<file path="src/rtl/scs_pkg.sv">
package scs_pkg;

    // bus geometry
    localparam int ADDR_W = 8;
    localparam int DATA_W = 32;
    localparam int BYTE_W = 8;

    // register byte addresses
    localparam logic [7:0] REG_CONTROL_STATUS = 8'h00;
    localparam logic [7:0] REG_INPUT_REFERENCE = 8'h04;
    localparam logic [7:0] REG_RESULT_LOW = 8'h08;
    localparam logic [7:0] REG_RESULT_HIGH = 8'h0c;
    localparam logic [1:0] ADDR_ALIGN = 2'h0;

    // decoded register selector
    typedef enum logic [2:0] {
        scs_sel_control = 3'b000,
        scs_sel_select = 3'b001,
        scs_sel_low = 3'b010,
        scs_sel_high = 3'b011,
        scs_sel_none = 3'b100
    } scs_sel_type;

    // control and status field layout
    localparam int CTL_ENABLE_BIT = 7;
    localparam int CTL_START_BIT = 6;
    localparam int CTL_FREE_RUN_BIT = 5;
    localparam int CTL_FLAG_BIT = 4;
    localparam int CTL_IE_BIT = 3;
    localparam int CTL_DIV_LSB = 0;
    localparam int DIV_W = 3;

    // input and reference select field layout
    localparam int SEL_REF_LSB = 6;
    localparam int REF_W = 2;
    localparam int SEL_LEFT_BIT = 5;
    localparam int SEL_CHAN_LSB = 0;
    localparam int CHAN_W = 4;

    // result layout
    localparam int RESULT_W = 10;
    localparam int LEFT_PAD_W = 6;
    localparam int HIGH_PAD_W = 6;

    // conversion timing in converter clock cycles and half cycles
    localparam int HALF_W = 6;
    localparam logic [5:0] NORMAL_CYCLES = 6'h0d;
    localparam logic [5:0] EXTENDED_CYCLES = 6'h19;
    localparam logic [5:0] NORMAL_SH_HALVES = 6'h03;
    localparam logic [5:0] EXTENDED_SH_HALVES = 6'h1b;
    localparam logic [5:0] ONE_HALF = 6'h01;
    localparam logic [5:0] ONE_CYCLE = 6'h01;

    // prescaler
    localparam int PRESC_W = 7;
    localparam logic [DIV_W-1:0] DIV_CODE_FIRST = 3'h0;
    localparam logic [PRESC_W-1:0] PRESC_MASK_MIN = 7'h01;
    localparam logic [PRESC_W:0] PRESC_ONE = 8'h01;
    localparam logic [PRESC_W-1:0] PRESC_STEP = 7'h01;

    // axi responses
    localparam logic [1:0] RESP_OKAY = 2'b00;
    localparam logic [1:0] RESP_SLVERR = 2'b10;

    // conversion sequencer states
    typedef enum logic [1:0] {
        scs_idle = 2'b00,
        scs_armed = 2'b01,
        scs_converting = 2'b10
    } scs_conv_type;

endpackage

</file>
<file path="src/rtl/scs_prescaler.sv">
module scs_prescaler
    import scs_pkg::*;
(
    // clock and reset
    input wire logic aclk,
    input wire logic aresetn,
    // control
    input wire logic run,
    input wire logic [DIV_W-1:0] divider_select,
    // converter clock edges
    output logic rise_tick,
    output logic fall_tick
);

    typedef struct packed {
        logic [PRESC_W-1:0] count;
    } scs_presc_type;

    scs_presc_type r;
    scs_presc_type next_r;
    logic [PRESC_W-1:0] mask;

    // divisor mask from select code, codes 0 and 1 both divide by two
    always_comb
    begin
        if (divider_select == DIV_CODE_FIRST)
            mask = PRESC_MASK_MIN;
        else
            mask = PRESC_W'((PRESC_ONE << divider_select) - PRESC_ONE);
    end

    // counter runs only while enabled, held at zero otherwise
    always_comb
    begin
        next_r = r;
        if (run)
            next_r.count = r.count + PRESC_STEP;
        else
            next_r.count = '0;
    end

    // rising edge at end of a period, falling edge at its middle
    assign rise_tick = run && ((r.count & mask) == mask);
    assign fall_tick = run && ((r.count & mask) == (mask >> 1));

    // state register
    always_ff @(posedge aclk)
    begin
        if (!aresetn)
            r <= '0;
        else
            r <= next_r;
    end

endmodule

</file>
<file path="src/rtl/scs_sequencer.sv">
// Notes on behaviour
// - prescaler counts while enable is set, held reset while it is low
// - a start waits for the next rising converter clock edge
// - normal conversion lasts 13 converter clock cycles
// - first conversion after enabling lasts 25 converter clock cycles
// - sample-and-hold at 1.5 cycles, or 13.5 for extended conversion
// - completion stores result, sets flag, single mode clears start
// - free-running restarts at once, start keeps reading high
// - selection buffered, copied to active while no conversion runs
// - active selection frozen once a conversion starts
// - copying resumes in the last converter cycle before completion
// - a safe reselection applies to the next conversion
// - free-run: already started conversion keeps the previous channel
// - idle or noise sleep entry starts a conversion in single mode
// - sleep-started conversion still raises its request when it ends
// - other sleep modes leave the converter enabled
// - result code taken unchanged from the analog core
// - divider select codes give 2,2,4,...,128
// - clearing enable aborts a running conversion at once
// - flag clears on vector taken or write of one, zero ignored
// - low byte read blocks updates until high byte read, flag still sets
module scs_sequencer
    import scs_pkg::*;
(
    // clock and reset
    input wire logic aclk,
    input wire logic aresetn,
    // axi4-lite write address
    input wire logic [ADDR_W-1:0] s_axi_awaddr,
    input wire logic s_axi_awvalid,
    output logic s_axi_awready,
    // axi4-lite write data
    input wire logic [DATA_W-1:0] s_axi_wdata,
    input wire logic [DATA_W/BYTE_W-1:0] s_axi_wstrb,
    input wire logic s_axi_wvalid,
    output logic s_axi_wready,
    // axi4-lite write response
    output logic [1:0] s_axi_bresp,
    output logic s_axi_bvalid,
    input wire logic s_axi_bready,
    // axi4-lite read address
    input wire logic [ADDR_W-1:0] s_axi_araddr,
    input wire logic s_axi_arvalid,
    output logic s_axi_arready,
    // axi4-lite read data
    output logic [DATA_W-1:0] s_axi_rdata,
    output logic [1:0] s_axi_rresp,
    output logic s_axi_rvalid,
    input wire logic s_axi_rready,
    // analog core
    input wire logic [RESULT_W-1:0] analog_code,
    output logic [CHAN_W-1:0] channel_select,
    output logic [REF_W-1:0] reference_select,
    output logic sample_hold,
    output logic converter_powered,
    output logic conversion_busy,
    // cpu side
    input wire logic sleep_entry,
    input wire logic vector_taken,
    output logic done_irq
);

    typedef struct packed {
        scs_conv_type state;
        logic converter_enable;
        logic conversion_start;
        logic free_run_select;
        logic conversion_done_flag;
        logic done_interrupt_enable;
        logic [DIV_W-1:0] clock_divider_select;
        logic [REF_W-1:0] temp_reference;
        logic left_adjust;
        logic [CHAN_W-1:0] temp_channel;
        logic [REF_W-1:0] active_reference;
        logic [CHAN_W-1:0] active_channel;
        logic first_pending;
        logic extended;
        logic [HALF_W-1:0] halves;
        logic [RESULT_W-1:0] result;
        logic result_lock;
        logic sample_pulse;
        logic aw_held;
        logic [ADDR_W-1:0] aw_addr;
        logic w_held;
        logic [BYTE_W-1:0] w_byte;
        logic w_lane;
        logic bvalid;
        logic [1:0] bresp;
        logic rvalid;
        logic [1:0] rresp;
        logic [DATA_W-1:0] rdata;
    } scs_regs_type;

    scs_regs_type r;
    scs_regs_type next_r;
    logic rise_tick;
    logic fall_tick;

    // conversion length in half converter cycles
    function automatic logic [HALF_W-1:0] end_halves(input logic ext);
        if (ext)
            return EXTENDED_CYCLES << 1;
        else
            return NORMAL_CYCLES << 1;
    endfunction

    // half cycle of the sample-and-hold instant
    function automatic logic [HALF_W-1:0] sh_halves(input logic ext);
        if (ext)
            return EXTENDED_SH_HALVES;
        else
            return NORMAL_SH_HALVES;
    endfunction

    // half cycle at which the last converter cycle begins
    function automatic logic [HALF_W-1:0] unlock_halves(input logic ext);
        if (ext)
            return (EXTENDED_CYCLES - ONE_CYCLE) << 1;
        else
            return (NORMAL_CYCLES - ONE_CYCLE) << 1;
    endfunction

    // register select from a byte address
    function automatic scs_sel_type decode(input logic [ADDR_W-1:0] addr);
        logic [ADDR_W-1:0] word;
        word = {addr[ADDR_W-1:2], ADDR_ALIGN};
        if (word == REG_CONTROL_STATUS)
            return scs_sel_control;
        else if (word == REG_INPUT_REFERENCE)
            return scs_sel_select;
        else if (word == REG_RESULT_LOW)
            return scs_sel_low;
        else if (word == REG_RESULT_HIGH)
            return scs_sel_high;
        else
            return scs_sel_none;
    endfunction

    // low result byte, right or left adjusted
    function automatic logic [BYTE_W-1:0] low_byte(
        input logic [RESULT_W-1:0] res,
        input logic left
    );
        if (left)
            return {res[1:0], {LEFT_PAD_W{1'b0}}};
        else
            return res[BYTE_W-1:0];
    endfunction

    // high result byte, right or left adjusted
    function automatic logic [BYTE_W-1:0] high_byte(
        input logic [RESULT_W-1:0] res,
        input logic left
    );
        if (left)
            return res[RESULT_W-1:2];
        else
            return {{HIGH_PAD_W{1'b0}}, res[RESULT_W-1:BYTE_W]};
    endfunction

    // converter clock generation
    scs_prescaler u_prescaler (
        .aclk(aclk),
        .aresetn(aresetn),
        .run(r.converter_enable),
        .divider_select(r.clock_divider_select),
        .rise_tick(rise_tick),
        .fall_tick(fall_tick)
    );

    // sequencer, register file and bus slave
    always_comb
    begin
        logic flag_set;
        logic flag_clear;
        logic locked;
        logic [HALF_W-1:0] half_next;
        logic [BYTE_W-1:0] wd;
        logic [BYTE_W-1:0] rd;
        scs_sel_type wsel;
        scs_sel_type rsel;
        flag_set = 1'b0;
        flag_clear = 1'b0;
        locked = 1'b0;
        half_next = HALF_W'(r.halves + ONE_HALF);
        wd = r.w_byte;
        rd = '0;
        wsel = decode(r.aw_addr);
        rsel = decode(s_axi_araddr);
        next_r = r;
        next_r.sample_pulse = 1'b0;

        // conversion engine on converter clock edges
        case (r.state)
            scs_idle:
            begin
                next_r.halves = '0;
            end
            scs_armed:
            begin
                if (rise_tick)
                begin
                    next_r.state = scs_converting;
                    next_r.halves = '0;
                    next_r.extended = r.first_pending;
                    next_r.first_pending = 1'b0;
                end
            end
            scs_converting:
            begin
                if (rise_tick || fall_tick)
                begin
                    next_r.halves = half_next;
                    if (half_next == sh_halves(r.extended))
                        next_r.sample_pulse = 1'b1;
                end
                if (rise_tick && half_next == end_halves(r.extended))
                begin
                    if (!r.result_lock)
                        next_r.result = analog_code;
                    flag_set = 1'b1;
                    next_r.halves = '0;
                    next_r.extended = 1'b0;
                    if (r.free_run_select)
                    begin
                        next_r.state = scs_converting;
                    end
                    else
                    begin
                        next_r.state = scs_idle;
                        next_r.conversion_start = 1'b0;
                    end
                end
            end
            default:
            begin
                next_r.state = scs_idle;
            end
        endcase

        // selection frozen except in the last cycle of a conversion
        locked = (r.state == scs_converting) &&
            (r.halves < unlock_halves(r.extended));
        if (!locked)
        begin
            next_r.active_channel = r.temp_channel;
            next_r.active_reference = r.temp_reference;
        end

        // sleep entry starts a conversion only in single mode when idle
        if (sleep_entry && r.converter_enable && !r.free_run_select &&
            r.state == scs_idle && !r.conversion_start)
        begin
            next_r.state = scs_armed;
            next_r.conversion_start = 1'b1;
        end

        // write channels taken independently
        if (s_axi_awvalid && s_axi_awready)
        begin
            next_r.aw_held = 1'b1;
            next_r.aw_addr = s_axi_awaddr;
        end
        if (s_axi_wvalid && s_axi_wready)
        begin
            next_r.w_held = 1'b1;
            next_r.w_byte = s_axi_wdata[BYTE_W-1:0];
            next_r.w_lane = s_axi_wstrb[0];
        end
        if (r.bvalid && s_axi_bready)
            next_r.bvalid = 1'b0;

        // perform a write once address and data are both held
        if (r.aw_held && r.w_held && !r.bvalid)
        begin
            next_r.aw_held = 1'b0;
            next_r.w_held = 1'b0;
            next_r.bvalid = 1'b1;
            next_r.bresp = (wsel == scs_sel_none) ? RESP_SLVERR : RESP_OKAY;
            if (r.w_lane && wsel == scs_sel_control)
            begin
                next_r.converter_enable = wd[CTL_ENABLE_BIT];
                next_r.free_run_select = wd[CTL_FREE_RUN_BIT];
                next_r.done_interrupt_enable = wd[CTL_IE_BIT];
                next_r.clock_divider_select =
                    wd[CTL_DIV_LSB +: DIV_W];
                flag_clear = wd[CTL_FLAG_BIT];
                if (!r.converter_enable && wd[CTL_ENABLE_BIT])
                    next_r.first_pending = 1'b1;
                if (wd[CTL_ENABLE_BIT] && wd[CTL_START_BIT] &&
                    r.state == scs_idle)
                begin
                    next_r.state = scs_armed;
                    next_r.conversion_start = 1'b1;
                end
                if (!wd[CTL_ENABLE_BIT])
                begin
                    next_r.state = scs_idle;
                    next_r.conversion_start = 1'b0;
                    next_r.first_pending = 1'b0;
                    next_r.extended = 1'b0;
                    next_r.halves = '0;
                    next_r.sample_pulse = 1'b0;
                end
            end
            else if (r.w_lane && wsel == scs_sel_select)
            begin
                next_r.temp_reference = wd[SEL_REF_LSB +: REF_W];
                next_r.left_adjust = wd[SEL_LEFT_BIT];
                next_r.temp_channel = wd[SEL_CHAN_LSB +: CHAN_W];
            end
        end

        // read channel, result bytes carry the lock side effects
        if (r.rvalid && s_axi_rready)
            next_r.rvalid = 1'b0;
        if (s_axi_arvalid && s_axi_arready)
        begin
            next_r.rvalid = 1'b1;
            next_r.rresp = RESP_OKAY;
            if (rsel == scs_sel_control)
            begin
                rd[CTL_ENABLE_BIT] = r.converter_enable;
                rd[CTL_START_BIT] = r.conversion_start;
                rd[CTL_FREE_RUN_BIT] = r.free_run_select;
                rd[CTL_FLAG_BIT] = r.conversion_done_flag;
                rd[CTL_IE_BIT] = r.done_interrupt_enable;
                rd[CTL_DIV_LSB +: DIV_W] = r.clock_divider_select;
            end
            else if (rsel == scs_sel_select)
            begin
                rd[SEL_REF_LSB +: REF_W] = r.temp_reference;
                rd[SEL_LEFT_BIT] = r.left_adjust;
                rd[SEL_CHAN_LSB +: CHAN_W] = r.temp_channel;
            end
            else if (rsel == scs_sel_low)
            begin
                rd = low_byte(r.result, r.left_adjust);
                next_r.result_lock = 1'b1;
            end
            else if (rsel == scs_sel_high)
            begin
                rd = high_byte(r.result, r.left_adjust);
                next_r.result_lock = 1'b0;
            end
            else
            begin
                next_r.rresp = RESP_SLVERR;
            end
            next_r.rdata = DATA_W'(rd);
        end

        // flag: a completion in the clearing cycle wins
        flag_clear = flag_clear || vector_taken;
        next_r.conversion_done_flag =
            (r.conversion_done_flag && !flag_clear) || flag_set;
    end

    // bus handshake outputs
    assign s_axi_awready = !r.aw_held && !r.bvalid;
    assign s_axi_wready = !r.w_held && !r.bvalid;
    assign s_axi_arready = !r.rvalid;
    assign s_axi_bvalid = r.bvalid;
    assign s_axi_bresp = r.bresp;
    assign s_axi_rvalid = r.rvalid;
    assign s_axi_rresp = r.rresp;
    assign s_axi_rdata = r.rdata;

    // analog and cpu side outputs
    assign channel_select = r.active_channel;
    assign reference_select = r.active_reference;
    assign sample_hold = r.sample_pulse;
    assign converter_powered = r.converter_enable;
    assign conversion_busy = (r.state == scs_converting);
    assign done_irq = r.conversion_done_flag && r.done_interrupt_enable;

    // state register
    always_ff @(posedge aclk)
    begin
        if (!aresetn)
            r <= '0;
        else
            r <= next_r;
    end

endmodule

</file>
<file path="config.mk">
export PLATFORM = sky130hd
export DESIGN_NAME = scs_sequencer
export DESIGN_NICKNAME = d
export VERILOG_FILES = /design/src/rtl/scs_pkg.sv /design/src/rtl/scs_prescaler.sv /design/src/rtl/scs_sequencer.sv
export SDC_FILE = /design/constraint.sdc
export NUM_CORES = 1
export LEC_CHECK = 0
export ABC_CLOCK_PERIOD_IN_PS = 2800
export BUFFER_PORTS_ARGS = -buffer_cell sky130_fd_sc_hd__buf_2
export CAP_MARGIN = 30
export CORE_ASPECT_RATIO = 1.5
export CORE_MARGIN = 3
export CORE_UTILIZATION = 45
export DETAILED_ROUTE_END_ITERATION = 6
export GPL_ROUTABILITY_DRIVEN = 0
export PLACE_DENSITY = 0.71
export SLEW_MARGIN = 10
export SYNTH_ARGS = -nofsm -noshare
export SYNTH_HDL_FRONTEND = slang
export SYNTH_HIERARCHICAL = 1
export SYNTH_SLANG_ARGS = --single-unit
</file>
<file path="constraint.sdc">
create_clock -name aclk -period 2.8 [get_ports aclk]
set_input_delay 0.14 -clock aclk [delete_from_list [all_inputs] [get_ports aclk]]
set_output_delay 0.14 -clock aclk [all_outputs]
set_load 0.05 [all_outputs]
</file>
* Yosys cells after proc, flatten, opt, wreduce, memory -nomap -nowiden *
Index checks and enable logic that the tools add are counted.

storage, ports and cells
  register bits after elaboration = 83
  bits of input ports = 71
  output and inout bits = 51
  word-level logic and storage cells = 178

cells by class
  add/sub/neg operators = 3
  $lt $le $gt $ge = 1
  equal/unequal tests = 17
  shifts and indexed selects = 1
  mux-type cells = 71
  bitwise gates (word level) = 6
  reduce and logical (&&, ||, !) cells = 50

operators by type and width
  kind                 count
  $mux 8               9
  $mux 6               6
  $mux 35              1
  $mux 3               10
  $eq 6x2->1 const B   4
  $logic_and 1x1->1    24
  $mux 2               12
  $mux 1               22
  $pmux 6 s3           1
  $mux 17              1
  $mux 5               3
  $eq 6x1->1 const B   2
  $eq 6x6->1           2
  $logic_not 6->1      2
  $mux 10              1
  $logic_not 3->1      3
  $mux 9               1
  $logic_not 1->1      8
  $add 7x1->7 const B  1
  $and 7x7->7          1
  $eq 7x6->1           1
  $eq 7x7->1           1
  $mux 7               1
  $shl 1x3->7 const A  1
  19 further kinds     31

* Logic depth before layout (Yosys ltp) *
Gate-level depths: netlist (run 1).

  depth in word-level cells = 16
  gate-level depth with buffers = 11
  depth with buffers taken out = 9

* Cells and area by module *
The synthesis (run 1) kept the hierarchy.

modules (own cells, without submodules)
  module         times used  cells each  area an instance (um^2)  sequential area each (um^2)
  scs_sequencer  1           453         3787.4                   1441.4
  scs_prescaler  1           50          420.4                    140.1

* Worst setup path before layout (run 1) *
No wires, ideal clock.

  kind = reg2reg
  from = reg r (netlist bit converter_powered)
  to = reg r[99] (netlist name)
  library setup time = 0.074 ns
  arrival time = 2.343 ns
  required time = 2.726 ns
  setup slack = 0.383 ns
  stages on the path, launching flop included = 8
  buffers on the path = 0
  clock period less this slack = 2.417 ns
  cells stage by stage = dfxtp_1 > o211ai_1 > a21oi_1 > nand2_1 > o32ai_2 > o31ai_4 > mux2_1 > a31oi_1

between the ends
  cells in the longest elaborated chain, start to end = 9
  elaborated cells between the ends (all ways) = 14
  classes of those cells = 8 x mux; 6 x reduce/logical

RTL lines
  element                 line                  RTL
  from (decl)             scs_sequencer.sv:94   scs_regs_type r;
  from (signal assigned)  scs_sequencer.sv:383  r <= next_r;
  $logic_and 1x1->1 *     scs_prescaler.sv:43   assign rise_tick = run && ((r.count & mask) == mask);
  via rise_tick           scs_sequencer.sv:96   logic rise_tick;
  $logic_and 1x1->1       scs_sequencer.sv:217  if (rise_tick && half_next == end_halves(r.extended))
  $mux 2                  scs_sequencer.sv:217
  $pmux 2 s3 *            scs_sequencer.sv:194  case (r.state)
  $mux 2 *                scs_sequencer.sv:251  if (sleep_entry && r.converter_enable && !r.free_run_select &&
  $mux 2                  scs_sequencer.sv:290  if (wd[CTL_ENABLE_BIT] && wd[CTL_START_BIT] &&
  $mux 2                  scs_sequencer.sv:296  if (!wd[CTL_ENABLE_BIT])
  $mux 5                  scs_sequencer.sv:280  if (r.w_lane && wsel == scs_sel_control)
  $mux 5 *                scs_sequencer.sv:274  if (r.aw_held && r.w_held && !r.bvalid)

The timed path passes the listed nets; every way through them passes the cells marked *.
A chain may end at the register's enable or synchronous reset.

* Final worst setup path (run 1) *
  from = reg u_prescaler/r[4] (netlist name)
  to = reg r[59] (netlist name)

between the ends
  cells in the longest elaborated chain, start to end = 5

RTL lines
  element                     line                  RTL
  from (decl)                 scs_prescaler.sv:19   scs_presc_type r;
  from (signal assigned)      scs_prescaler.sv:52   r <= next_r;
  $and 7x7->7                 scs_prescaler.sv:43
  $eq 7x7->1                  scs_prescaler.sv:43
  $logic_and 1x1->1           scs_prescaler.sv:43
  via rise_tick               scs_sequencer.sv:96
  $logic_and 1x1->1           scs_sequencer.sv:217
  $reduce_and 3->1 (no line)  --

The timed path passes the listed nets, and every way through them passes these cells.

==> results.tsv, run 1 <==
stage	metric	value	unit
global_routing	GR Util All Layers	17.85	%
power	leakage power	1.961	nW
setup_path	arrival time at the worst endpoint	2.84	ns
global_routing	initial antenna violation count	0	
route	DR iter-0 viols	153	
timing	Final Max Tran Viols	0	
power	final total power	2.693	mW
min_path	worst min-delay path class	in2reg	
timing	maximum clock frequency	388.8	MHz
yosys	top-area cell type share of the netlist area	37.59	%
cts	insertion delay of the later-clocked pin in the worst-skew pair	0.33	ns
yosys	fraction of registers with async set/reset	0	%
route	number of iterations in the first detailed-routing pass	5	
floorplan	number of ports placed on the die boundary	122	
setup_path	cell family contributing the most delay on the critical path	compound AO/OA/AOI/OAI gates	
yosys	Mapped Area	0.004208	mm²
route	metal2 WL	4.888	mm
timing	min cycle time layout	2.572	ns
timing	final setup TNS	0	ns
power	largest voltage drop on the vdd net	0.4422	mV
floorplan	initial core utilization	46.83	%
floorplan	Placement Rows	42	
run_status	result of the run	complete, no violations	
yosys	leading cell types by count after synthesis	79 x sky130_fd_sc_hd__dfxtp_1, 56 x sky130_fd_sc_hd__nor2_1, 46 x sky130_fd_sc_hd__nand2_1	
cts	CTS Buf Count	9	
cells_and_area	fraction of layout instances using a drive strength above 1	18.61	%
setup_path	endpoint of the lowest-slack register-to-register path	r[59]$_SDFFE_PN0P_	
yosys	number of enable flip-flop cells after synthesis	0	
floorplan	die outline height	124.4	µm
timing	skew final	0.003098	ns
cells_and_area	Diodes inserted	0	
setup_path	cell-by-cell listing of the critical path	nand2_1 > a221o_1 > a21oi_1 > nand2_1 > o32ai_2 > o311a_1 > nand3_1 > a21oi_1	
route	average routed wire per standard cell	14.40	µm
cts	clock transition at the registers of the reported paths	0.06	ns
job	number of maximum-capacitance constraint violations	0	
timing	Worst Tran Pin Value	0.6009	ns
route	count of antenna-violating nets left after detailed routing	0	
route	DRC violations left	0	
global_routing	global-route wire length before repair	15.37	mm
global_routing	number of global-route vias before repair	3291	
floorplan	area enclosed by the die boundary	0.01057	mm²
cts	H-tree depth	3	
setup_path	Worst Setup Start Kind	flop	
place	Port-buffer cells	64	
setup_path	library cell contributing the largest single delay on the critical path	sky130_fd_sc_hd__o311a_1	
setup_path	worst setup path startpoint	u_prescaler/r[4]$_SDFF_PN0_	
timing	number of setup violations in the final report	0	
setup_path	critical path buffer and inverter count	0	
yosys	Yosys cell types	65	
floorplan	core box area	0.008986	mm²
yosys	Synth Instances	503	
cts	root cell of the clock tree	sky130_fd_sc_hd__clkbuf_16	
setup_path	CP Data Required Time	3.07	ns
route	met1 layer wirelength in the final routing	3.939	mm
setup_path	Crit Path Category	reg2reg	
setup_path	beginning of the worst register-to-register path	u_prescaler/r[4]$_SDFF_PN0_	
yosys	top cells by area in the synthesized netlist	sky130_fd_sc_hd__dfxtp_1 38%, sky130_fd_sc_hd__buf_4 7.7%, sky130_fd_sc_hd__mux2i_1 5.9%, sky130_fd_sc_hd__a21oi_1 5.2%, sky130_fd_sc_hd__nor2_1 5.0%	
power	power per standard cell area	570.9	mW/mm²
yosys	flip-flop and latch count after synthesis	79	
setup_path	largest stage delay on the critical path	0.46	ns
timing	number of hold violations in the final report	0	
cts	Post-CTS Hold Fix Bufs	1	
route	DR WL met3	482	µm
setup_path	R2R Setup Slk	0.23	ns
timing	RSZ-0062 raised after global routing	false	
yosys	share of the yosys chip area belonging to registers	37.59	%
global_routing	total global routing overflow	0	
cts	number of resized instances in the post-cts repair step	0	
route	via/cell ratio	5.415	
setup_path	instance count on the critical path	8	
cts	clk buf depth	2	
yosys	most frequent cell after synthesis	sky130_fd_sc_hd__dfxtp_1	
yosys	cell type with the highest aggregate area in the netlist	sky130_fd_sc_hd__dfxtp_1	
cells_and_area	net count reported at finish	623	
yosys	Yosys warning total	6	
setup_path	peak fanout along the critical path	10	
cts	CTS tree	done	
route	Total Wirelength	9.478	mm
yosys	primary flip-flop cell chosen by synthesis mapping	sky130_fd_sc_hd__dfxtp_1	
setup_path	nature of the critical path endpoint	flop	
cells_and_area	layout overhead on the synthesized area	12.10	%
cts	Post CTS Setup Buffer Count	0	
global_routing	maximum number of pins on one net before global-route repair	31	
setup_path	depth of the worst register-to-register path	8	
timing	tightest slew margin relative to the limit	59.57	%
floorplan	chip width	84.96	µm
route	count of vias placed by the detailed router	3563	
setup_path	CP endpoint	r[59]$_SDFFE_PN0P_	
timing	post-route clock period utilization	91.86	%
cts	CTS sink count	79	
route	highest routed layer	met4	
place	HPWL after detailed placement	6.905	mm
yosys	mean post-synth cell area	8.365	µm²
routing by layer:
layer	vias up	GRT usage (%)
met5	-	0
met4	0	7.083
met3	15	4.368
met2	108	30.54
met1	1670	21.05
li1	1770	-
metrics by stage:
step / area, µm² / std cells / setup WS (ns) / util, % / hold slack [ns]
global placement: 4382 / 641 / 0.3232 / 48.76 / 0.3243
floorplan: 4302 / 528 / 0.3833 / - / 0.2390
CTS: 4717 / 658 / 0.2460 / 52.49 / 0.03353
detailed placement: 4382 / 641 / 0.2868 / 48.76 / 0.3339
global route: 4717 / 658 / 0.07562 / 52.49 / 0.03855
finish: 4717 / 658 / 0.2279 / 52.49 / 0.04346
worst min path at each step:
stage                              start                        end  slack (ns)  cells after the start
after floorplan             s_axi_rready  s_axi_rvalid$_SDFFE_PN0P_        0.24                      1
after global placement      s_axi_rready  s_axi_rvalid$_SDFFE_PN0P_        0.32                      2
after detailed placement    s_axi_rready  s_axi_rvalid$_SDFFE_PN0P_        0.33                      2
after CTS                 s_axi_wdata[1]         r[40]$_SDFFE_PN0P_        0.03                      3
after global routing      s_axi_wdata[1]         r[40]$_SDFFE_PN0P_        0.04                      3
final                     s_axi_wdata[1]         r[40]$_SDFFE_PN0P_        0.04                      3
cell usage in the layout (no fill, tap or decap), types with 5 or more instances in the layout:
master,count
sky130_fd_sc_hd__a211oi_1,7
sky130_fd_sc_hd__a21oi_1,44
sky130_fd_sc_hd__and3_1,6
sky130_fd_sc_hd__buf_2,64
sky130_fd_sc_hd__buf_4,7
sky130_fd_sc_hd__clkbuf_16,9
sky130_fd_sc_hd__conb_1,26
sky130_fd_sc_hd__dfxtp_1,79
sky130_fd_sc_hd__ha_1,9
sky130_fd_sc_hd__inv_1,17
sky130_fd_sc_hd__mux2i_1,25
sky130_fd_sc_hd__nand2_1,46
sky130_fd_sc_hd__nand3_1,24
sky130_fd_sc_hd__nand3b_1,6
sky130_fd_sc_hd__nor2_1,56
sky130_fd_sc_hd__o211ai_1,5
sky130_fd_sc_hd__o21ai_0,14
sky130_fd_sc_hd__o21ai_1,10
sky130_fd_sc_hd__xnor2_1,5
sky130_fd_sc_hd__xor2_1,5
power breakdown:
group | total, mW | leakage, nW | switching, mW | internal [mW]
sequential | 1.17 | 0.640 | 0.0174 | 1.15
combinational | 0.267 | 1.16 | 0.202 | 0.0656
clock | 1.26 | 0.160 | 0.432 | 0.828
total | 2.69 | 1.96 | 0.651 | 2.04
logic make-up after synthesis:
kind of cell               synth area share, %
AOI/OAI and AO/OA                        18.02
xor gates and xnor gates                 2.081
adders and majority gates                2.676
buffers and inverters                    11.83
DFF                                      37.59
muxes                                    7.285
other                                  0.08912
and+or+nand+nor                          20.43
sequential cells by signal, indices dropped and copies added, names as in the netlist:
signal / cells
r: 52
s_axi_rdata: 8
u_prescaler/r: 7
channel_select: 4
reference_select: 2
converter_powered: 1
s_axi_bresp: 1
s_axi_bvalid: 1
s_axi_rresp: 1
s_axi_rvalid: 1
sample_hold: 1
worst min-delay path, delay by kind of cell:
family                 cells  cell delay (ns)
buffers and inverters      1             0.10
and+or+nand+nor            1             0.05
AOI/OAI and AO/OA          1             0.05
cell type report:
type / count / area [µm²]
Fill cell: 832 / 4269
Multi-Input combinational cell: 363 / 2222
Sequential cell: 79 / 1582
Timing Repair Buffer: 72 / 382.9
Clock buffer: 13 / 260.3
Tap cell: 110 / 137.6
Inverter: 18 / 67.56
Clock inverter: 3 / 65.06
(Power assumes the default switching activity.)
==> run 2: changes to the inputs <==
--- a/config.mk
+++ b/config.mk
@@ -8,9 +8,10 @@
 export ABC_CLOCK_PERIOD_IN_PS = 2800
 export BUFFER_PORTS_ARGS = -buffer_cell sky130_fd_sc_hd__buf_2
 export CAP_MARGIN = 30
-export CORE_ASPECT_RATIO = 1.5
+export CORE_ASPECT_RATIO = 1.75
 export CORE_MARGIN = 3
 export CORE_UTILIZATION = 45
+export CTS_CLUSTER_SIZE = 30
 export DETAILED_ROUTE_END_ITERATION = 6
 export GPL_ROUTABILITY_DRIVEN = 0
 export PLACE_DENSITY = 0.71
==> run 2 against run 1 <==
- fmax down 0.52%
- register-to-register slack about the same
- non-clock buffer count unchanged
- setup slack worse by 0.013 ns
- highest routed layer unchanged
- first-iteration DRC count down 10%
- sequential power about the same
- hold slack better by 0.0020 ns
- total power up 3.1%
- sequential share of layout area down 0.25 points
- combinational power about the same
==> results.tsv, run 2 (synthesis gave the netlist of run 1 again) <==
stage	metric	value	unit
cells_and_area	layout overhead on the synthesized area	12.93	%
global_routing	total global routing overflow	0	
timing	number of setup violations in the final report	0	
cts	CTS sink count	79	
route	via/cell ratio	5.407	
job	number of maximum-capacitance constraint violations	0	
route	Total Wirelength	9.676	mm
setup_path	peak fanout along the critical path	10	
place	post-placement setup slack	0.2117	ns
timing	Worst Tran Pin Value	0.6465	ns
global_routing	number of global-route vias before repair	3407	
cells_and_area	most common library cell in the layout ignoring fill and taps	sky130_fd_sc_hd__dfxtp_1	
cells_and_area	flip-flop count of the largest register, all copies and words added	52	
place	HPWL after detailed placement	7.163	mm
cells_and_area	top library cells by usage in the layout, fill and taps aside	79 x sky130_fd_sc_hd__dfxtp_1, 64 x sky130_fd_sc_hd__buf_2, 56 x sky130_fd_sc_hd__nor2_1	
power	leakage power	1.973	nW
floorplan	chip width	79.10	µm
cts	CTS Buf Count	9	
timing	number of hold violations in the final report	0	
floorplan	die outline height	133.9	µm
run_status	result of the run	complete, no violations	
place	Port-buffer cells	64	
setup_path	arrival time at the worst endpoint	2.85	ns
cells_and_area	final design utilization	52.26	%
route	count of vias placed by the detailed router	3612	
floorplan	area enclosed by the die boundary	0.01059	mm²
floorplan	number of ports placed on the die boundary	122	
route	count of antenna-violating nets left after detailed routing	0	
global_routing	maximum number of pins on one net before global-route repair	37	
setup_path	Worst Setup Start Kind	flop	
route	DR iter-0 viols	137	
cells_and_area	fraction of layout instances using a drive strength above 1	19.16	%
min_path	worst min-delay path class	in2reg	
cells_and_area	Diodes inserted	0	
setup_path	Crit Path Category	reg2reg	
timing	min cycle time layout	2.585	ns
route	number of iterations in the first detailed-routing pass	5	
timing	RSZ-0062 raised after global routing	false	
cells_and_area	net count reported at finish	623	
floorplan	core box area	0.009094	mm²
cts	root cell of the clock tree	sky130_fd_sc_hd__clkbuf_16	
route	average routed wire per standard cell	14.49	µm
global_routing	global-route wire length before repair	15.64	mm
cells_and_area	most flop-heavy register	r	
timing	post-route clock period utilization	92.34	%
timing	maximum clock frequency	386.8	MHz
timing	skew final	0.003114	ns
setup_path	CP Data Required Time	3.06	ns
setup_path	nature of the critical path endpoint	flop	
cells_and_area	count of filler cells inserted in the layout	892	
timing	Final Max Tran Viols	0	
route	DRC violations left	0	
cts	clk buf depth	2	
global_routing	initial antenna violation count	0	
timing	final setup TNS	0	ns
setup_path	R2R Setup Slk	0.21	ns
power	largest voltage drop on the vdd net	0.4295	mV
floorplan	Placement Rows	46	
global_routing	GR Util All Layers	18.41	%
power	power per standard cell area	584.1	mW/mm²
cts	H-tree depth	3	
floorplan	initial core utilization	46.27	%
cts	CTS tree	done	
cts	clock transition at the registers of the reported paths	0.06	ns
timing	tightest slew margin relative to the limit	56.50	%
timing	worst setup margin	0.2145	ns
cts	insertion delay of the later-clocked pin in the worst-skew pair	0.33	ns
==> run 2: final cells by class <==
class	instances	area (µm²)	share of cell area, %
Clock buffer	10	239.0	5.029
Timing Repair Buffer	72	382.9	8.057
Sequential cell	79	1582	33.28
Clock inverter	6	107.6	2.264
Multi-Input combinational cell	363	2223	46.79
Tap cell	120	150.1	3.160
Inverter	18	67.56	1.422
==> run 2: repair_timing <==
item,CTS,global route
resized for setup,0,1
endpoints found under the setup margin,0,1
setup buffers,0,0
hold endpoints to repair,1,0
hold buffers,1,0
==> run 2: path summary, 6_finish.rpt <==
kind                                from                           to  depth (start not counted)
max reg2reg  u_prescaler/r[4]$_SDFF_PN0_             r[99]$_SDFF_PN0_                          8
min                      s_axi_awaddr[6]           r[54]$_SDFFE_PN0P_                          3
min reg2reg  s_axi_bresp[1]$_SDFFE_PN0P_  s_axi_bresp[1]$_SDFFE_PN0P_                          2
max          u_prescaler/r[4]$_SDFF_PN0_             r[99]$_SDFF_PN0_                          8
==> run 2: routing by layer <==
metal / part of all wire [%] / GRT usage (%) / up-vias / wire length (µm)
met3: 4.6 / 2.621 / 16 / 441
met4: 2.7 / 8.700 / 0 / 258
met1: 39 / 19.80 / 1701 / 3738
li1: - / - / 1784 / -
met5: 0 / 0 / - / 0
met2: 54 / 34.38 / 111 / 5238
==> run 2: per-stage QoR <==
stage | power (mW) | instance area, µm² | cells | hold slack (ns)
after CTS | 2.797 | 4751 | 668 | 0.03818
after global routing | 2.858 | 4752 | 668 | 0.05924
after detailed placement | 1.455 | 4394 | 651 | 0.3382
final | 2.776 | 4752 | 668 | 0.04541
after global placement | 1.451 | 4394 | 651 | 0.3272
after floorplan | 1.424 | 4302 | 528 | 0.2390
==> run 2: power breakdown <==
group          internal [mW]  switching [mW]
Combinational         0.0656           0.202
Sequential              1.15          0.0171
Clock                  0.891           0.452
Total                   2.10           0.671
==> run 2: worst max-delay path, stage by stage (launching register included) <==
cell and delay [ns]:
sky130_fd_sc_hd__dfxtp_1 0.43, sky130_fd_sc_hd__nand2_1 0.11, sky130_fd_sc_hd__a221o_1 0.36, sky130_fd_sc_hd__a21oi_1 0.35
sky130_fd_sc_hd__nand2_1 0.11, sky130_fd_sc_hd__o32ai_2 0.42, sky130_fd_sc_hd__o31ai_4 0.22, sky130_fd_sc_hd__mux2_1 0.35
sky130_fd_sc_hd__a31oi_1 0.16
==> run 3: changes to the inputs <==
--- a/config.mk
+++ b/config.mk
@@ -15,8 +15,8 @@
 export DETAILED_ROUTE_END_ITERATION = 6
 export GPL_ROUTABILITY_DRIVEN = 0
 export PLACE_DENSITY = 0.71
+export RECOVER_POWER = 50
 export SLEW_MARGIN = 10
 export SYNTH_ARGS = -nofsm -noshare
 export SYNTH_HDL_FRONTEND = slang
-export SYNTH_HIERARCHICAL = 1
 export SYNTH_SLANG_ARGS = --single-unit
==> run 3 against run 2 <==
- highest routed layer unchanged
- via count is 5.3% lower
- non-clock buffer count is 2 lower
- final cell count is 1.9% lower
- wire length is 5.5% lower
- die area is 1.0% lower
- clock power is 6% lower
- the flow now finishes with violations (capacitance limit, slew limit)
- total power is 4.0% lower
- sequential share of layout area is 0.79 points higher
- count of clock-buffer cells in the layout is 3 higher
- register-to-register slack better by 0.14 ns
==> results.tsv, run 3 <==
stage	metric	value	unit
global_routing	initial antenna violation count	0	
yosys	share of the yosys chip area belonging to registers	38.00	%
setup_path	worst setup path startpoint	r[91]$_SDFFE_PN0P_	
setup_path	arrival time at the worst endpoint	2.56	ns
yosys	number of enable flip-flop cells after synthesis	0	
setup_path	depth of the worst register-to-register path	7	
power	final total power	2.665	mW
setup_path	R2R Setup Slk	0.35	ns
floorplan	initial core utilization	47.08	%
global_routing	maximum number of pins on one net before global-route repair	60	
setup_path	cell family contributing the most delay on the critical path	simple AND/OR/NAND/NOR gates	
place	HPWL after detailed placement	6.936	mm
setup_path	instance count on the critical path	7	
place	Port-buffer cells	64	
cts	H-tree depth	3	
setup_path	Crit Path Category	reg2reg	
run_status	failing checks	capacitance limit, slew limit	
cells_and_area	fraction of layout instances using a drive strength above 1	12.64	%
setup_path	largest stage delay on the critical path	0.53	ns
setup_path	beginning of the worst register-to-register path	r[91]$_SDFFE_PN0P_	
floorplan	core box area	0.008840	mm²
setup_path	CP Data Required Time	2.91	ns
global_routing	total global routing overflow	0	
route	count of vias placed by the detailed router	3422	
route	average routed wire per standard cell	13.96	µm
yosys	Yosys cell types	59	
floorplan	chip width	78.70	µm
yosys	top-area cell type share of the netlist area	38.00	%
timing	post-route clock period utilization	87.40	%
route	DRC violations left	0	
timing	number of hold violations in the final report	0	
cells_and_area	Finished Cell Area	0.004642	mm²
place	area after detailed placement	0.004345	mm²
global_routing	global-route wire length before repair	14.72	mm
setup_path	nature of the critical path endpoint	flop	
power	leakage power	1.835	nW
yosys	top cells by area in the synthesized netlist	sky130_fd_sc_hd__dfxtp_1 38%, sky130_fd_sc_hd__mux2i_1 7.9%, sky130_fd_sc_hd__buf_4 7.8%, sky130_fd_sc_hd__nor2_1 5.7%, sky130_fd_sc_hd__nand2_1 4.6%	
yosys	Synth Instances	492	
timing	Worst Tran Pin Value	2.469	ns
run_status	result of the run	finished, violations left	
cts	CTS sink count	79	
global_routing	number of global-route vias before repair	3173	
setup_path	Worst Setup Start Kind	flop	
route	number of iterations in the first detailed-routing pass	4	
floorplan	number of ports placed on the die boundary	122	
yosys	primary flip-flop cell chosen by synthesis mapping	sky130_fd_sc_hd__dfxtp_1	
setup_path	peak fanout along the critical path	13	
cells_and_area	top library cells by usage in the layout, fill and taps aside	79 x sky130_fd_sc_hd__dfxtp_1, 63 x sky130_fd_sc_hd__nor2_1, 51 x sky130_fd_sc_hd__nand2_1	
power	power per standard cell area	574.2	mW/mm²
yosys	most frequent cell after synthesis	sky130_fd_sc_hd__dfxtp_1	
timing	min cycle time layout	2.447	ns
cts	CTS Buf Count	9	
setup_path	CP endpoint	r[66]$_SDFFE_PN0P_	
setup_path	endpoint of the lowest-slack register-to-register path	r[66]$_SDFFE_PN0P_	
cells_and_area	number of cells in the finished layout apart from fillers	655	
yosys	mean post-synth cell area	8.458	µm²
timing	tightest slew margin relative to the limit	-64.59	%
cells_and_area	layout overhead on the synthesized area	11.55	%
timing	RSZ-0062 raised after global routing	false	
cts	root cell of the clock tree	sky130_fd_sc_hd__clkbuf_16	
power	largest voltage drop on the vdd net	0.5421	mV
cells_and_area	Diodes inserted	0	
route	Total Wirelength	9.145	mm
cts	clk buf depth	2	
place	number of placed cells counting well taps	638	
floorplan	die outline height	133.2	µm
cts	Post CTS Setup Buffer Count	0	
cts	clock transition at the registers of the reported paths	0.06	ns
yosys	Yosys warning total	0	
cts	CTS tree	done	
setup_path	critical path buffer and inverter count	1	
timing	final setup TNS	0	ns
timing	skew final	0.006352	ns
route	count of antenna-violating nets left after detailed routing	0	
yosys	Mapped Area	0.004161	mm²
cells_and_area	flip-flop count of the largest register, all copies and words added	52	
route	via/cell ratio	5.224	
route	DR iter-0 viols	112	
cts	number of resized instances in the post-cts repair step	0	
cells_and_area	most common library cell in the layout ignoring fill and taps	sky130_fd_sc_hd__dfxtp_1	
yosys	leading cell types by count after synthesis	79 x sky130_fd_sc_hd__dfxtp_1, 63 x sky130_fd_sc_hd__nor2_1, 51 x sky130_fd_sc_hd__nand2_1	
cells_and_area	most flop-heavy register	r	
floorplan	area enclosed by the die boundary	0.01048	mm²
yosys	cell type with the highest aggregate area in the netlist	sky130_fd_sc_hd__dfxtp_1	
setup_path	library cell contributing the largest single delay on the critical path	sky130_fd_sc_hd__nor4_4	
setup_path	cell-by-cell listing of the critical path	o21bai_1 > a21boi_0 > nor4_4 > and4_1 > buf_4 > mux2i_1 > nor2_1	
min_path	worst min-delay path class	in2reg	
cts	insertion delay of the later-clocked pin in the worst-skew pair	0.33	ns
global_routing	GR Util All Layers	17.52	%
timing	Final Max Tran Viols	60	
yosys	flip-flop and latch count after synthesis	79	
job	number of maximum-capacitance constraint violations	1	
timing	Fin Hold WS	0.04536	ns
floorplan	Placement Rows	45	
timing	maximum clock frequency	408.7	MHz
cells_and_area	net count reported at finish	613	
timing	number of setup violations in the final report	0	
yosys	fraction of registers with async set/reset	0	%
==> run 3: cell count changes after synthesis, sizes merged, moves of 4 or more <==
cell / previous run / this run
nand3: 25 / 10
o21ai: 24 / 9
o2bb2ai: 0 / 4
inv: 17 / 13
nor2: 56 / 63
nand2: 46 / 51
o21a: 0 / 4
nand2b: 4 / 9
nor4: 4 / 8
a21oi: 45 / 35
mux2i: 25 / 33
==> run 3: worst min-delay path by stage <==
stage          slack (ns)                   endpoint       startpoint  cells past startpoint
6_report             0.05         r[55]$_SDFFE_PN0P_  s_axi_awaddr[7]                      3
5_1_grt              0.05         r[41]$_SDFFE_PN0P_   s_axi_wdata[2]                      3
4_1_cts              0.04         r[55]$_SDFFE_PN0P_  s_axi_awaddr[7]                      3
3_5_place_dp         0.33  s_axi_rvalid$_SDFFE_PN0P_     s_axi_rready                      2
3_3_place_gp         0.32  s_axi_rvalid$_SDFFE_PN0P_     s_axi_rready                      2
2_1_floorplan        0.24  s_axi_rvalid$_SDFFE_PN0P_     s_axi_rready                      1
==> run 3: logic make-up (layout without fill, tap and decap cells) <==
logic type	count (synthesis)	after routing	share of synthesized area [%]
AND/OR/NAND/NOR	181	181	20.84
buffers and inverters	79	100	11.21
flip-flops	79	79	38.00
multiplexers	37	37	9.561
XOR/XNOR	10	10	2.105
AO/OA/AOI/OAI	96	96	15.48
other	1	26	0.09011
adder cells (fa/ha/maj)	9	9	2.706
==> run 3: cell type report <==
class | instances | area [µm²]
multi-input combinational | 359 | 2207
fill | 820 | 4198
clock buffer | 13 | 260.3
sequential | 79 | 1582
timing repair buffer | 70 | 329.1
clock inverter | 3 | 65.06
inverter | 14 | 52.55
tap | 117 | 146.4
==> run 3: power breakdown <==
part	internal, mW	switching, mW
logic	0.0573	0.185
clock network	0.828	0.430
registers	1.15	0.0187
total	2.03	0.634
==> run 3: worst min-delay path: cells and delay by family <==
family / cells / cell delay (ns)
AND/OR/NAND/NOR: 1 / 0.07
buffers and inverters: 1 / 0.07
multiplexers: 1 / 0.05
==> run 3: metrics by stage <==
stage | setup slack, ns | utilization [%]
3_5_place_dp | 0.4731 | 49.16
5_1_grt | 0.2110 | 52.51
4_1_cts | 0.4185 | 52.95
2_1_floorplan | 0.5450 | -
6_report | 0.3529 | 52.51
3_3_place_gp | 0.5273 | 49.16
==> run 3: what timing repair did <==
| item | CTS | global route |
|---|---|---|
| endpoints found under the setup margin | 0 | 0 |
| endpoints found under the hold margin | 1 | 0 |
| hold buffers | 1 | 0 |
==> run 3: routing by layer <==
| layer | GRT usage [%] | vias to the layer above | part of all wire (%) |
|---|---|---|---|
| li1 | - | 1727 | - |
| met1 | 18.30 | 1603 | 39 |
| met2 | 32.97 | 76 | 55 |
| met3 | 3.721 | 16 | 3.7 |
| met4 | 7.198 | 0 | 3.1 |
| met5 | 0 | - | 0 |
